**config.mk**
```make
export PLATFORM = sky130hd
export DESIGN_NAME = two_phase_clock_generator
export DESIGN_NICKNAME = d
export VERILOG_FILES = /design/src/hdl/clkgen_pkg.sv /design/src/hdl/phase_gate.sv /design/src/hdl/two_phase_clock_generator.sv
export SDC_FILE = /design/constraint.sdc
export NUM_CORES = 1
export LEC_CHECK = 0
export ABC_CLOCK_PERIOD_IN_PS = 1300
export CORE_AREA = 2 2 39 41
export DETAILED_ROUTE_END_ITERATION = 8
export DIE_AREA = 0 0 41 43
export DONT_BUFFER_PORTS = 1
export PLACE_DENSITY_LB_ADDON = 0.12
export SETUP_SLACK_MARGIN = 0.3
export SKIP_LAST_GASP = 1
export SYNTH_ARGS = -nofsm -noshare
export SYNTH_HDL_FRONTEND = slang
export SYNTH_SLANG_ARGS = --single-unit
```
**constraint.sdc**
```tcl
create_clock -name sys_clk_i -period 1.3 [get_ports sys_clk_i]
set_input_delay 0.13 -clock sys_clk_i [delete_from_list [all_inputs] [get_ports sys_clk_i]]
set_output_delay 0.13 -clock sys_clk_i [all_outputs]
set_load 0.1 [all_outputs]
```
**src/hdl/clkgen_pkg.sv**
```systemverilog
// Constants shared by the two-phase clock generator files.
// Assumes a single system clock; all slower rates are enable pulses.
package clkgen_pkg;
	localparam int unsigned SYS_CLK_HZ = 20_000_000;
	localparam int unsigned SYS_CLK_PERIOD_NS = 50;
	// One state time spans this many internal clock periods
	localparam int unsigned PERIODS_PER_STATE = 2;
	// Example from the timing table: 8 MHz internal gives a 250 ns state
	localparam int unsigned EXAMPLE_F_HZ = 8_000_000;
	localparam int unsigned EXAMPLE_STATE_NS = 250;
	localparam int unsigned EXAMPLE_STATE_CYCLES =
		(EXAMPLE_STATE_NS + SYS_CLK_PERIOD_NS - 1) / SYS_CLK_PERIOD_NS;
	// Gap between phases, in system clock cycles
	localparam int unsigned PHASE_GAP_CYCLES = 1;
	// Values after reset
	localparam logic RST_PHASE = 1'h0;
	localparam logic RST_CLOCK_OUTPUT = 1'h0;
	localparam logic RST_GATE_RUN = 1'h1;
	typedef enum logic [1:0] {
		PH_IDLE,
		PH_ONE,
		PH_TWO
	} phase_state_t;
endpackage

```
**src/hdl/phase_gate.sv**
```systemverilog
// Stoppable copy of the two phase clocks for one clock group.
// Assumes phase inputs come from flip-flops of the same sys_clk_i domain.
module phase_gate
	import clkgen_pkg::*;
(
	input wire logic sys_clk_i,
	input wire logic rst_b_i,
	input wire logic stop_i,
	input wire logic first_phase_i,
	input wire logic second_phase_i,
	output logic first_phase_o,
	output logic second_phase_o
);
	logic run_r;
	logic run_nxt;
	logic both_low_w;

	// Gate only changes while both phases are low, so no phase is truncated
	assign both_low_w = !first_phase_i && !second_phase_i;
	assign run_nxt = both_low_w ? !stop_i : run_r;

	always_ff @(posedge sys_clk_i or negedge rst_b_i) begin
		if (!rst_b_i) begin
			run_r <= RST_GATE_RUN;
			first_phase_o <= RST_PHASE;
			second_phase_o <= RST_PHASE;
		end else begin
			run_r <= run_nxt;
			first_phase_o <= first_phase_i && run_nxt;
			second_phase_o <= second_phase_i && run_nxt;
		end
	end
endmodule

```
**src/hdl/two_phase_clock_generator.sv**
```systemverilog
// Two-phase clock generator: doubler or direct path, phase pair, clock output.
// Assumes oscillator_input_i is sampled on sys_clk_i and that internal
// clock edges are at least two system cycles apart.
// Limitation: sampling caps the usable input rate at half of sys_clk_i direct and at a quarter when doubled.
// Stops wait for a phase gap, trading one phase of latency for whole phases.
module two_phase_clock_generator
	import clkgen_pkg::*;
(
	input wire logic sys_clk_i,
	input wire logic rst_b_i,
	input wire logic oscillator_input_i,
	input wire logic clock_doubler_select_i,
	input wire logic cpu_stop_i,
	input wire logic periph_stop_i,
	output logic first_phase_clock_o,
	output logic second_phase_clock_o,
	output logic clock_output_o,
	output logic clock_output_pin_o,
	output logic state_strobe_o,
	output logic cpu_first_phase_o,
	output logic cpu_second_phase_o,
	output logic periph_first_phase_o,
	output logic periph_second_phase_o
);
	phase_state_t state_r;
	phase_state_t state_nxt;
	logic osc_prev_r;
	logic osc_primed_r;
	logic first_seen_r;
	logic first_phase_r;
	logic second_phase_r;
	logic clock_output_r;
	logic clock_pin_r;
	logic state_strobe_r;
	logic osc_rise_w;
	logic osc_fall_w;
	logic tick_w;
	logic first_phase_nxt;
	logic second_phase_nxt;
	logic first_rise_w;
	logic second_rise_w;
	logic clock_output_nxt;
	logic state_strobe_nxt;

	// Internal frequency f as a one-cycle enable per internal clock edge
	// The first cycle after reset only captures the pin, so a high level is no edge
	assign osc_rise_w = osc_primed_r && oscillator_input_i && !osc_prev_r;
	assign osc_fall_w = osc_primed_r && !oscillator_input_i && osc_prev_r;
	assign tick_w = osc_rise_w || (clock_doubler_select_i && osc_fall_w);

	// Divide-by-two stage: each f tick advances to the other phase, the first tick from idle to the first phase
	always_comb begin
		state_nxt = state_r;
		if (tick_w) begin
			case (state_r)
				PH_IDLE: state_nxt = PH_ONE;
				PH_ONE: state_nxt = PH_TWO;
				PH_TWO: state_nxt = PH_ONE;
				default: state_nxt = PH_IDLE;
			endcase
		end
	end

	// A tick forces both low for one cycle, which is the non-overlap gap
	assign first_phase_nxt = (state_r == PH_ONE) && !tick_w;
	assign second_phase_nxt = (state_r == PH_TWO) && !tick_w;
	assign first_rise_w = first_phase_nxt && !first_phase_r;
	assign second_rise_w = second_phase_nxt && !second_phase_r;
	assign clock_output_nxt = first_rise_w ? 1'h1 :
		(second_rise_w ? 1'h0 : clock_output_r);
	// Strobe marks each state boundary; the first state after reset has none
	assign state_strobe_nxt = tick_w && (state_r == PH_TWO);

	always_ff @(posedge sys_clk_i or negedge rst_b_i) begin
		if (!rst_b_i) begin
			state_r <= PH_IDLE;
			osc_prev_r <= 1'h0;
			osc_primed_r <= 1'h0;
			first_phase_r <= RST_PHASE;
			second_phase_r <= RST_PHASE;
			clock_output_r <= RST_CLOCK_OUTPUT;
			clock_pin_r <= RST_CLOCK_OUTPUT;
			state_strobe_r <= 1'h0;
		end else begin
			state_r <= state_nxt;
			osc_prev_r <= oscillator_input_i;
			osc_primed_r <= 1'h1;
			first_phase_r <= first_phase_nxt;
			second_phase_r <= second_phase_nxt;
			clock_output_r <= clock_output_nxt;
			clock_pin_r <= clock_output_r;
			state_strobe_r <= state_strobe_nxt;
		end
	end

	// All outputs come straight from flip-flops, so none can glitch
	assign first_phase_clock_o = first_phase_r;
	assign second_phase_clock_o = second_phase_r;
	assign clock_output_o = clock_output_r;
	assign clock_output_pin_o = clock_pin_r;
	assign state_strobe_o = state_strobe_r;

	// Separate gates so each group stops on its own for power saving
	phase_gate cpu_gate (
		.sys_clk_i(sys_clk_i),
		.rst_b_i(rst_b_i),
		.stop_i(cpu_stop_i),
		.first_phase_i(first_phase_r),
		.second_phase_i(second_phase_r),
		.first_phase_o(cpu_first_phase_o),
		.second_phase_o(cpu_second_phase_o)
	);

	phase_gate periph_gate (
		.sys_clk_i(sys_clk_i),
		.rst_b_i(rst_b_i),
		.stop_i(periph_stop_i),
		.first_phase_i(first_phase_r),
		.second_phase_i(second_phase_r),
		.first_phase_o(periph_first_phase_o),
		.second_phase_o(periph_second_phase_o)
	);

	// Check helper: remembers that a first phase has been seen since reset
	always_ff @(posedge sys_clk_i or negedge rst_b_i) begin
		if (!rst_b_i) begin
			first_seen_r <= 1'h0;
		end else begin
			first_seen_r <= first_seen_r || first_phase_r;
		end
	end
endmodule

```
Word level (Yosys, flattened, before mapping)
Cells that the tools add are included.
- eq/ne operators: 2
- reductions and logical operators: 26
- muxes and demuxes: 5
- operators by type and width (operator ; number):
    logical AND 1 bit ; 15
    logical NOT 1 bit ; 7
    2-to-1 mux 1 bit ; 4
    one-hot mux 2 bit (2 select lines) ; 1
    == test 2 x 1 -> 1 bit (second input constant) ; 1
    == test 2 bit (second input constant) ; 1
    logical NOT 2 bit ; 1
    nonzero test 2 bit ; 1
    OR reduction 2 bit ; 1
    logical OR 1 bit ; 1
- output and inout port bits: 9
- bits of input ports: 6
- register bits after elaboration: 15

Longest topological paths before layout
Gate-level depths: netlist (run 1).
- word-level depth: 10
- depth in mapped cells: 3
- gate-level depth less buffers: 3

Modules after synthesis
Synthesis (run 1) repeated with hierarchy kept, for this count alone.
- cells, all modules: 41
- area total of the unflattened synthesis: 553.0 um^2
- modules (own cells, without submodules) (module ; instances ; cells an instance ; area each (um^2)):
    two_phase_clock_generator ; 1 ; 27 ; 347.8
    phase_gate ; 2 ; 7 ; 102.6

Worst setup path before layout (run 1)
No wires, ideal clock.
- path kind: reg2reg
- from: register first_phase_r, in the netlist first_phase_clock_o
- to: register cpu_gate.run_r
- setup slack: -79 ps
- data required time: 1213 ps
- path buffers: 0
- arrival time: 1291 ps
- stages on the path, launching flop included: 4
- path through: dfrtp_1 > nor2_1 > nor2_1 > a21oi_1
- cells in the longest elaborated chain, start to end: 3
- RTL lines (item ; line ; source):
    from (decl) ; two_phase_clock_generator.sv:30 ; logic first_phase_r;
    from (signal assigned) ; two_phase_clock_generator.sv:88 ; first_phase_r <= first_phase_nxt;
    logical NOT 1 bit ; phase_gate.sv:19 ; assign both_low_w = !first_phase_i && !second_phase_i;
    logical AND 1 bit ; phase_gate.sv:19 ;
    2-to-1 mux 1 bit ; phase_gate.sv:20 ; assign run_nxt = both_low_w ? !stop_i : run_r;
    via cpu_gate.run_nxt ; phase_gate.sv:15 ; logic run_nxt;
    to (signal assigned) ; phase_gate.sv:28 ; run_r <= run_nxt;
    to (decl) ; phase_gate.sv:14 ; logic run_r;
The timed path passes the listed nets, and every way through them passes these cells.
A chain may end at the register's enable or synchronous reset.

Final worst setup path (run 1)
- from: register first_phase_r, in the netlist first_phase_clock_o
- to: output port first_phase_clock_o
- RTL lines (item ; line ; source):
    to (decl) ; two_phase_clock_generator.sv:15 ; output logic first_phase_clock_o,
No word-level cell between the ends.

==> out/qor.yml, run 1 <==
cts.clk_slew.worst_paths_ns: 0.09
worst-endpoint-required_ns: 1.17
layoutNonFillerInstCount: 73
drt-pass1-iter-count: 2
synthesis.nets: 48
yosysWarnings: 0
crit_fanout: 3
ys_types: 21
worst_slew_pin_slew_ns: 0.6340
initial_core_util: 0.3951
crit_arrival_ns: 0.97
dpl.cell_count: 61
final_max_slew_viol_count: 0
drt_wl_total_um: 948
die_w_um: 41
grt.overflow.total: 0
crit_buf_inv: 1
cts_tree: "yes"
cp_slowest_cell: "dfrtp_4"
synth_commonest_cells: "dfrtp_1 (13), and2_1 (4), nor2_1 (4)"
nNetsFinal: 64
multi_input_area_um2: 183.9
synth-main-ff-cell: "dfrtp_1"
port-buffer-count: 0
status: "finished clean"
layout-drive-gt1-share: 0.4737
cp_cell_sequence: "buf_12"
drtIter0Drc: 1
synth_sequential_area_ratio: 0.6911
area_delta_synth_final_pct: 41.65
drc: 0
fmax_mhz: 909.8
max_stage_delay_ns: 0.51
stdcell_area_um2: 774.5
gp_congestion: 0.8176
layout_min_cycle_time_ns: 1.099
synth_edf_count: 0
ys_seq_elements: 15
synth-async-reset-ratio: 1.000
numCtsBuffers: 3
syn_area_per_cell_um2: 13.02
worst_setup_path_end_kind: "primary output"
syn_area_um2: 546.8
htree_levels: 1
die-area_um2: 1763
vias_per_cell: 5.055
crit_type: "reg -> out"
antenna_left: 0
whs_ns: 0.1133
cts_buffer_depth: 2
synth_top_area_frac: 0.5950
grt_max_degree: 16
synth_most_common_cell: "dfrtp_1"
routedWlPerCell_um: 12.99
cts_num_sinks: 15
io_pins: 15
grtUsageTotal: 0.1401
vias: 369
die_y_um: 43
cp_top_family: "flip-flops"
finClkSkew_ns: 0.009137
fin_setup_tns_ns: 0
dpl-instance-area_um2: 605.6
synthTopCellsByArea: "dfrtp_1 (59%), dfstp_2 (9.6%), and2_1 (4.6%), nor2_1 (2.7%), nor3b_2 (2.3%)"
antenna_found_initial: 0
grt_pass1_wl_mm: 1.621
synth_area_leader_cell: "dfrtp_1"
insertion_delay_ns: 0.28
dp_hpwl_um: 637.9
core_area_um2: 1384
finalHoldViolCount: 0
relSlewSlack: 0.5760
n_antenna_cell: 0
grt_pass1_vias: 410
critPathLaunchType: "flop"
max_cap_violations: 0
rows: 14
cts_root_buffer: "clkbuf_4"
finalSetupViolCount: 0
hp-class: "in -> reg"
syn_inst: 42
regArea_um2: 409.1
nFillCells: 116
rsz0062_at_grt: "yes"
finalCritPeriodShare: 0.8455
==> final cells by class <==
cell class,count,share of cell area
Sequential cell,15,0.5283
Multi-Input combinational cell,26,0.2375
Timing Repair Buffer,11,0.1680
Clock buffer,3,0.02908
Tap cell,16,0.02585
Clock inverter,1,0.006462
Inverter,1,0.004847
==> cell usage in the layout, fill, tap and decap left out, types with 2 or more instances in the layout <==
| cell | synthesis | layout |
|---|---|---|
| dfrtp_4 | 0 | 8 |
| nor2_1 | 4 | 4 |
| and2_1 | 4 | 4 |
| dlygate4sd3_1 | 0 | 4 |
| dfrtp_1 | 13 | 4 |
| buf_4 | 0 | 4 |
| clkbuf_4 | 0 | 3 |
| buf_12 | 0 | 3 |
| nand3_1 | 2 | 2 |
| a21oi_1 | 2 | 2 |
| dfstp_2 | 2 | 2 |
==> sequential cells by signal, indices dropped and copies added, names as in the netlist <==
signal	flops
second_phase_clock_o	1
periph_gate.second_phase_o	1
clock_output_pin_o	1
cpu_gate.first_phase_o	1
periph_gate.first_phase_o	1
osc_prev_r	1
osc_primed_r	1
first_phase_clock_o	1
state_r	2
state_strobe_o	1
cpu_gate.second_phase_o	1
clock_output_o	1
cpu_gate.run_r	1
periph_gate.run_r	1
==> path summary, 6_finish.rpt <==
kind | start | end | slack (ns) | cells past startpoint
setup reg to reg | osc_prev_r | second_phase_clock_o | 0.24 | 3
max in group asynchronous | rst_b_i | second_phase_clock_o | 0.52 | 1
setup / recovery | first_phase_clock_o | first_phase_clock_o | 0.20 | 1
min in group asynchronous | rst_b_i | periph_gate.first_phase_o | 0.30 | 1
hold / removal | oscillator_input_i | first_phase_clock_o | 0.11 | 3
hold reg to reg | state_r[1] | first_phase_clock_o | 0.48 | 1
==> metal layers <==
layer | global-route usage | vias to the layer above | part of all wire
met5 | 0 | - | 0
met4 | 0.02000 | 0 | 0
met3 | 0.09424 | 0 | 0.079
met2 | 0.2375 | 13 | 0.57
met1 | 0.1365 | 183 | 0.35
li1 | - | 173 | -
==> kinds of logic after synthesis <==
logic type,count (synthesis),share of synthesized area
AND/OR/NAND/NOR,17,0.1922
other,1,0.006858
flip-flops,15,0.6911
AO/OA/AOI/OAI,7,0.08696
buffers and inverters,1,0.006858
XOR/XNOR,1,0.01602
==> through the flow <==
| step | setup WS [ns] | utilization |
|---|---|---|
| after detailed placement | 0.2316 | 0.4376 |
| after CTS | 0.1944 | 0.5597 |
| after floorplan | 0.2117 | - |
| final | 0.2009 | 0.5597 |
| after global placement | 0.2867 | 0.4376 |
| after global routing | 0.1655 | 0.5597 |
==> what timing repair did <==
item / in CTS / in global routing
hold endpoints to repair: 18 / 0
pin swaps: 4 / 1
setup endpoints to repair: 15 / 17
resized for setup: 20 / 0
buffers inserted: 4 / 0
hold buffers: 4 / 0
Power of run 1 is left out: the tool's default activity adds up to more than one toggle a clock period on the data nets, which glitch-free logic cannot reach.
==> inputs of run 2 (changes only) <==
--- a/config.mk
+++ b/config.mk
@@ -5,7 +5,7 @@
 export SDC_FILE = /design/constraint.sdc
 export NUM_CORES = 1
 export LEC_CHECK = 0
-export ABC_CLOCK_PERIOD_IN_PS = 1300
+export ABC_CLOCK_PERIOD_IN_PS = 1000
 export CORE_AREA = 2 2 39 41
 export DETAILED_ROUTE_END_ITERATION = 8
 export DIE_AREA = 0 0 41 43
==> constraint.sdc (replaced) <==
create_clock -name sys_clk_i -period 1 [get_ports sys_clk_i]
set_input_delay 0.1 -clock sys_clk_i [delete_from_list [all_inputs] [get_ports sys_clk_i]]
set_output_delay 0.1 -clock sys_clk_i [all_outputs]
set_load 0.1 [all_outputs]
==> out/qor.yml, run 2 (synthesis results as in run 1) <==
r2r_cells: 3
drtIter0Drc: 6
drt-pass1-iter-count: 4
hp-class: "in -> async"
crit_fanout: 2
rrSetupSlack_ns: -0.07
drt_wl_total_mm: 1.040
vias: 389
fin_setup_tns_ns: -0.5172
grtUsageTotal: 0.1487
finalSetupViolCount: 9
area_delta_synth_final_pct: 57.89
grt.overflow.total: 0
htree_levels: 1
routedWlPerCell_um: 13.16
nNetsFinal: 70
cts_root_buffer: "clkbuf_4"
antenna_left: 0
cts_hold_buf: 4
worst_slew_pin_slew_ns: 0.6339
violations: "hold timing, setup timing"
cts.clk_slew.worst_paths_ns: 0.08
rsz0062_at_grt: "yes"
die_y_um: 43
fmax_mhz: 881.8
critPathLaunchType: "flop"
drc: 0
port-buffer-count: 0
final_common_cell: "dfrtp_4"
core_area_um2: 1384
dp_hpwl_um: 683.9
finalHoldViolCount: 13
io_pins: 15
crit_type: "reg -> out"
rows: 14
antenna_found_initial: 0
largest-register: "state_r"
n_antenna_cell: 0
die_w_um: 41
initial_core_util: 0.3951
cts_num_sinks: 15
finalCritPeriodShare: 1.134
worst_setup_path_end_kind: "primary output"
wl_met3_um: 66
dpl-instance-area_um2: 665.6
setup_ws_ns: -0.1340
max_cap_violations: 0
drt-met1-wl_um: 370
pre_cts_slack_ns: -0.05398
r2r_start: "osc_prev_r"
gp_congestion: 0.8271
layout_min_cycle_time_ns: 1.134
cts_tree: "yes"
dr_wl_met2_um: 590
whs_ns: -0.09569
die-area_um2: 1763
grt_max_degree: 16
final_max_slew_viol_count: 0
worst-endpoint-required_ns: 0.90
insertion_delay_ns: 0.27
layout-drive-gt1-share: 0.5873
r2r_end: "second_phase_clock_o"
stdcell_area_um2: 863.3
topRoutingLayerUsed: "met4"
status: "complete, but fails checks"
grt_pass1_vias: 425
finClkSkew_ns: 0.001047
cts_buffer_depth: 2
grt_pass1_wl_mm: 1.752
vias_per_cell: 4.924
relSlewSlack: 0.5774
crit_arrival_ns: 1.03
final_cell_mix: "dfrtp_4 (9), buf_4 (5), buf_6 (5), and2_4 (4), dfrtp_1 (4)"
numCtsBuffers: 3
largest_reg_flops: 2
run 2: area by class of cell:
type                    instances  area, um^2
well taps                      16       20.02
multi-input cells              26       205.2
fillers                       103       520.5
inverters                       1       3.754
flip-flops and latches         15       411.6
repair buffers                 17       196.4
clock buffers                   4       26.28
run 2: what timing repair did:
action / 4_1_cts / 5_1_grt
buffers inserted: 4 / 2
pin swaps: 6 / 3
hold endpoints to repair: 18 / 13
endpoints found under the setup margin: 21 / 37
gates resized for setup: 15 / 7
gates cloned: 0 / 0
run 2: critical path: stages, from the launching register on:
cell,delay (ns)
dfrtp_4,0.48
buf_6,0.13
buf_12,0.15
run 2: layer usage:
| metal | up-vias | global-route usage |
|---|---|---|
| met5 | - | 0 |
| met4 | 0 | 0.06000 |
| met3 | 2 | 0.05759 |
| met2 | 17 | 0.2406 |
| met1 | 187 | 0.1650 |
| li1 | 183 | - |
run 2: worst max-delay path by stage:
| stage | slack, ns | cells past startpoint | from | endpoint |
|---|---|---|---|---|
| 2_1_floorplan | -0.09 | 2 | second_phase_clock_o | clock_output_o |
| 3_3_place_gp | -0.01 | 3 | osc_prev_r | second_phase_clock_o |
| 3_5_place_dp | -0.05 | 3 | osc_prev_r | second_phase_clock_o |
| 4_1_cts | -0.15 | 2 | first_phase_clock_o | first_phase_clock_o |
| 5_1_grt | -0.17 | 2 | first_phase_clock_o | first_phase_clock_o |
| 6_report | -0.13 | 2 | first_phase_clock_o | first_phase_clock_o |
run 2: metrics by stage:
step                      utilization  std cells
after floorplan                     -         42
after global placement         0.4810         65
after detailed placement       0.4810         65
after CTS                      0.5958         77
after global routing           0.6239         79
final                          0.6239         79
Power of run 2 is left out for the same reason.
==> inputs of run 3 (changes only) <==
--- a/config.mk
+++ b/config.mk
@@ -11,6 +11,7 @@
 export DIE_AREA = 0 0 41 43
 export DONT_BUFFER_PORTS = 1
 export PLACE_DENSITY_LB_ADDON = 0.12
+export RECOVER_POWER = 50
 export SETUP_SLACK_MARGIN = 0.3
 export SKIP_LAST_GASP = 1
 export SYNTH_ARGS = -nofsm -noshare
==> out/qor.yml, run 3 (synthesis results as in run 1) <==
status: "complete, but fails checks"
violations: "hold timing, setup timing"
antenna_found_initial: 0
die_y_um: 43
drt-pass1-iter-count: 4
die-area_um2: 1763
core_area_um2: 1384
relSlewSlack: 0.5009
n_antenna_cell: 0
rows: 14
area_delta_synth_final_pct: 56.29
largest_reg_flops: 2
gp_congestion: 0.8271
rsz0062_at_grt: "yes"
worst-endpoint-required_ns: 0.90
cp_cell_sequence: "buf_6 -> buf_12"
final_common_cell: "dfrtp_4"
dp_hpwl_um: 683.9
numCtsBuffers: 3
rrSetupSlack_ns: -0.07
grt_pass1_wl_mm: 1.752
layoutNonFillerInstCount: 79
crit_start: "first_phase_clock_o"
grt.overflow.total: 0
fmax_mhz: 881.8
cts_tree: "yes"
whs_ns: -0.1387
max_stage_delay_ns: 0.48
worst_slew_pin_slew_ns: 0.7487
insertion_delay_ns: 0.27
cp_slowest_cell: "dfrtp_4"
die_w_um: 41
grtUsageTotal: 0.1487
final_cell_mix: "dfrtp_4 (9), buf_4 (5), buf_6 (5), and2_4 (4), dfrtp_1 (4)"
finalHoldViolCount: 13
drt_wl_total_mm: 1.038
finClkSkew_ns: 0.001082
cts_buffer_depth: 2
cts_num_sinks: 15
grt_pass1_vias: 425
crit_fanout: 2
finalSetupViolCount: 9
crit_type: "reg -> out"
drtIter0Drc: 6
io_pins: 15
r2r_start: "osc_prev_r"
largest-register: "state_r"
antenna_left: 0
layout_min_cycle_time_ns: 1.134
finalCritPeriodShare: 1.134
final_max_slew_viol_count: 0
cts_root_buffer: "clkbuf_4"
hp-class: "in -> async"
drc: 0
layout-drive-gt1-share: 0.5873
critPathLaunchType: "flop"
grt_max_degree: 16
max_cap_violations: 0
fin_util: 0.6175
routedWlPerCell_um: 13.14
cts.clk_slew.worst_paths_ns: 0.08
htree_levels: 1
crit_arrival_ns: 1.03
worst_setup_path_end_kind: "primary output"
vias: 388
nNetsFinal: 70
setup_ws_ns: -0.1340
port-buffer-count: 0
dpl.cell_count: 65
dpl-instance-area_um2: 665.6
stdcell_area_um2: 854.6
vias_per_cell: 4.911
cts_hold_buf: 4
initial_core_util: 0.3951
## run 3: area by class of cell
type                    count  area [um^2]
well taps                  16        20.02
repair buffers             17        187.7
inverters                   1        3.754
multi-input cells          26        205.2
clock buffers               4        26.28
flip-flops and latches     15        411.6
fillers                   106        529.3
## run 3: per-layer routing
layer / wire, um / GRT usage / share of wire / vias up
li1: - / - / - / 183
met1: 371 / 0.1650 / 0.36 / 186
met2: 589 / 0.2406 / 0.57 / 17
met3: 65 / 0.05759 / 0.063 / 2
met4: 12 / 0.06000 / 0.012 / 0
met5: 0 / 0 / 0 / -
## run 3: stage by stage
stage           TNS, ns  worst slack (ns)
2_1_floorplan   -0.2259          -0.08684
3_3_place_gp   -0.02090          -0.01408
3_5_place_dp   -0.08349          -0.05398
4_1_cts         -0.5125           -0.1457
5_1_grt          -1.187           -0.1698
6_report        -0.5175           -0.1340
## run 3: path summary, 6_finish.rpt
kind | to | depth (start not counted)
max | first_phase_clock_o | 2
min | periph_gate.first_phase_o | 1
max reg2reg | second_phase_clock_o | 3
min reg2reg | first_phase_clock_o | 1
max in group asynchronous | state_strobe_o | 1
min in group sys_clk_i | first_phase_clock_o | 3
## run 3: worst max-delay path: cells and delay by family (launching register included)
family / cells / cell delay (ns)
DFF: 1 / 0.48
buffers and inverters: 2 / 0.28
## run 3: repair_timing
action,in CTS,in global routing
pin swaps,6,3
resized for setup,15,7
buffers inserted,4,2
endpoints found under the hold margin,18,13
setup endpoints to repair,21,37
Power of run 3 is left out for the same reason.
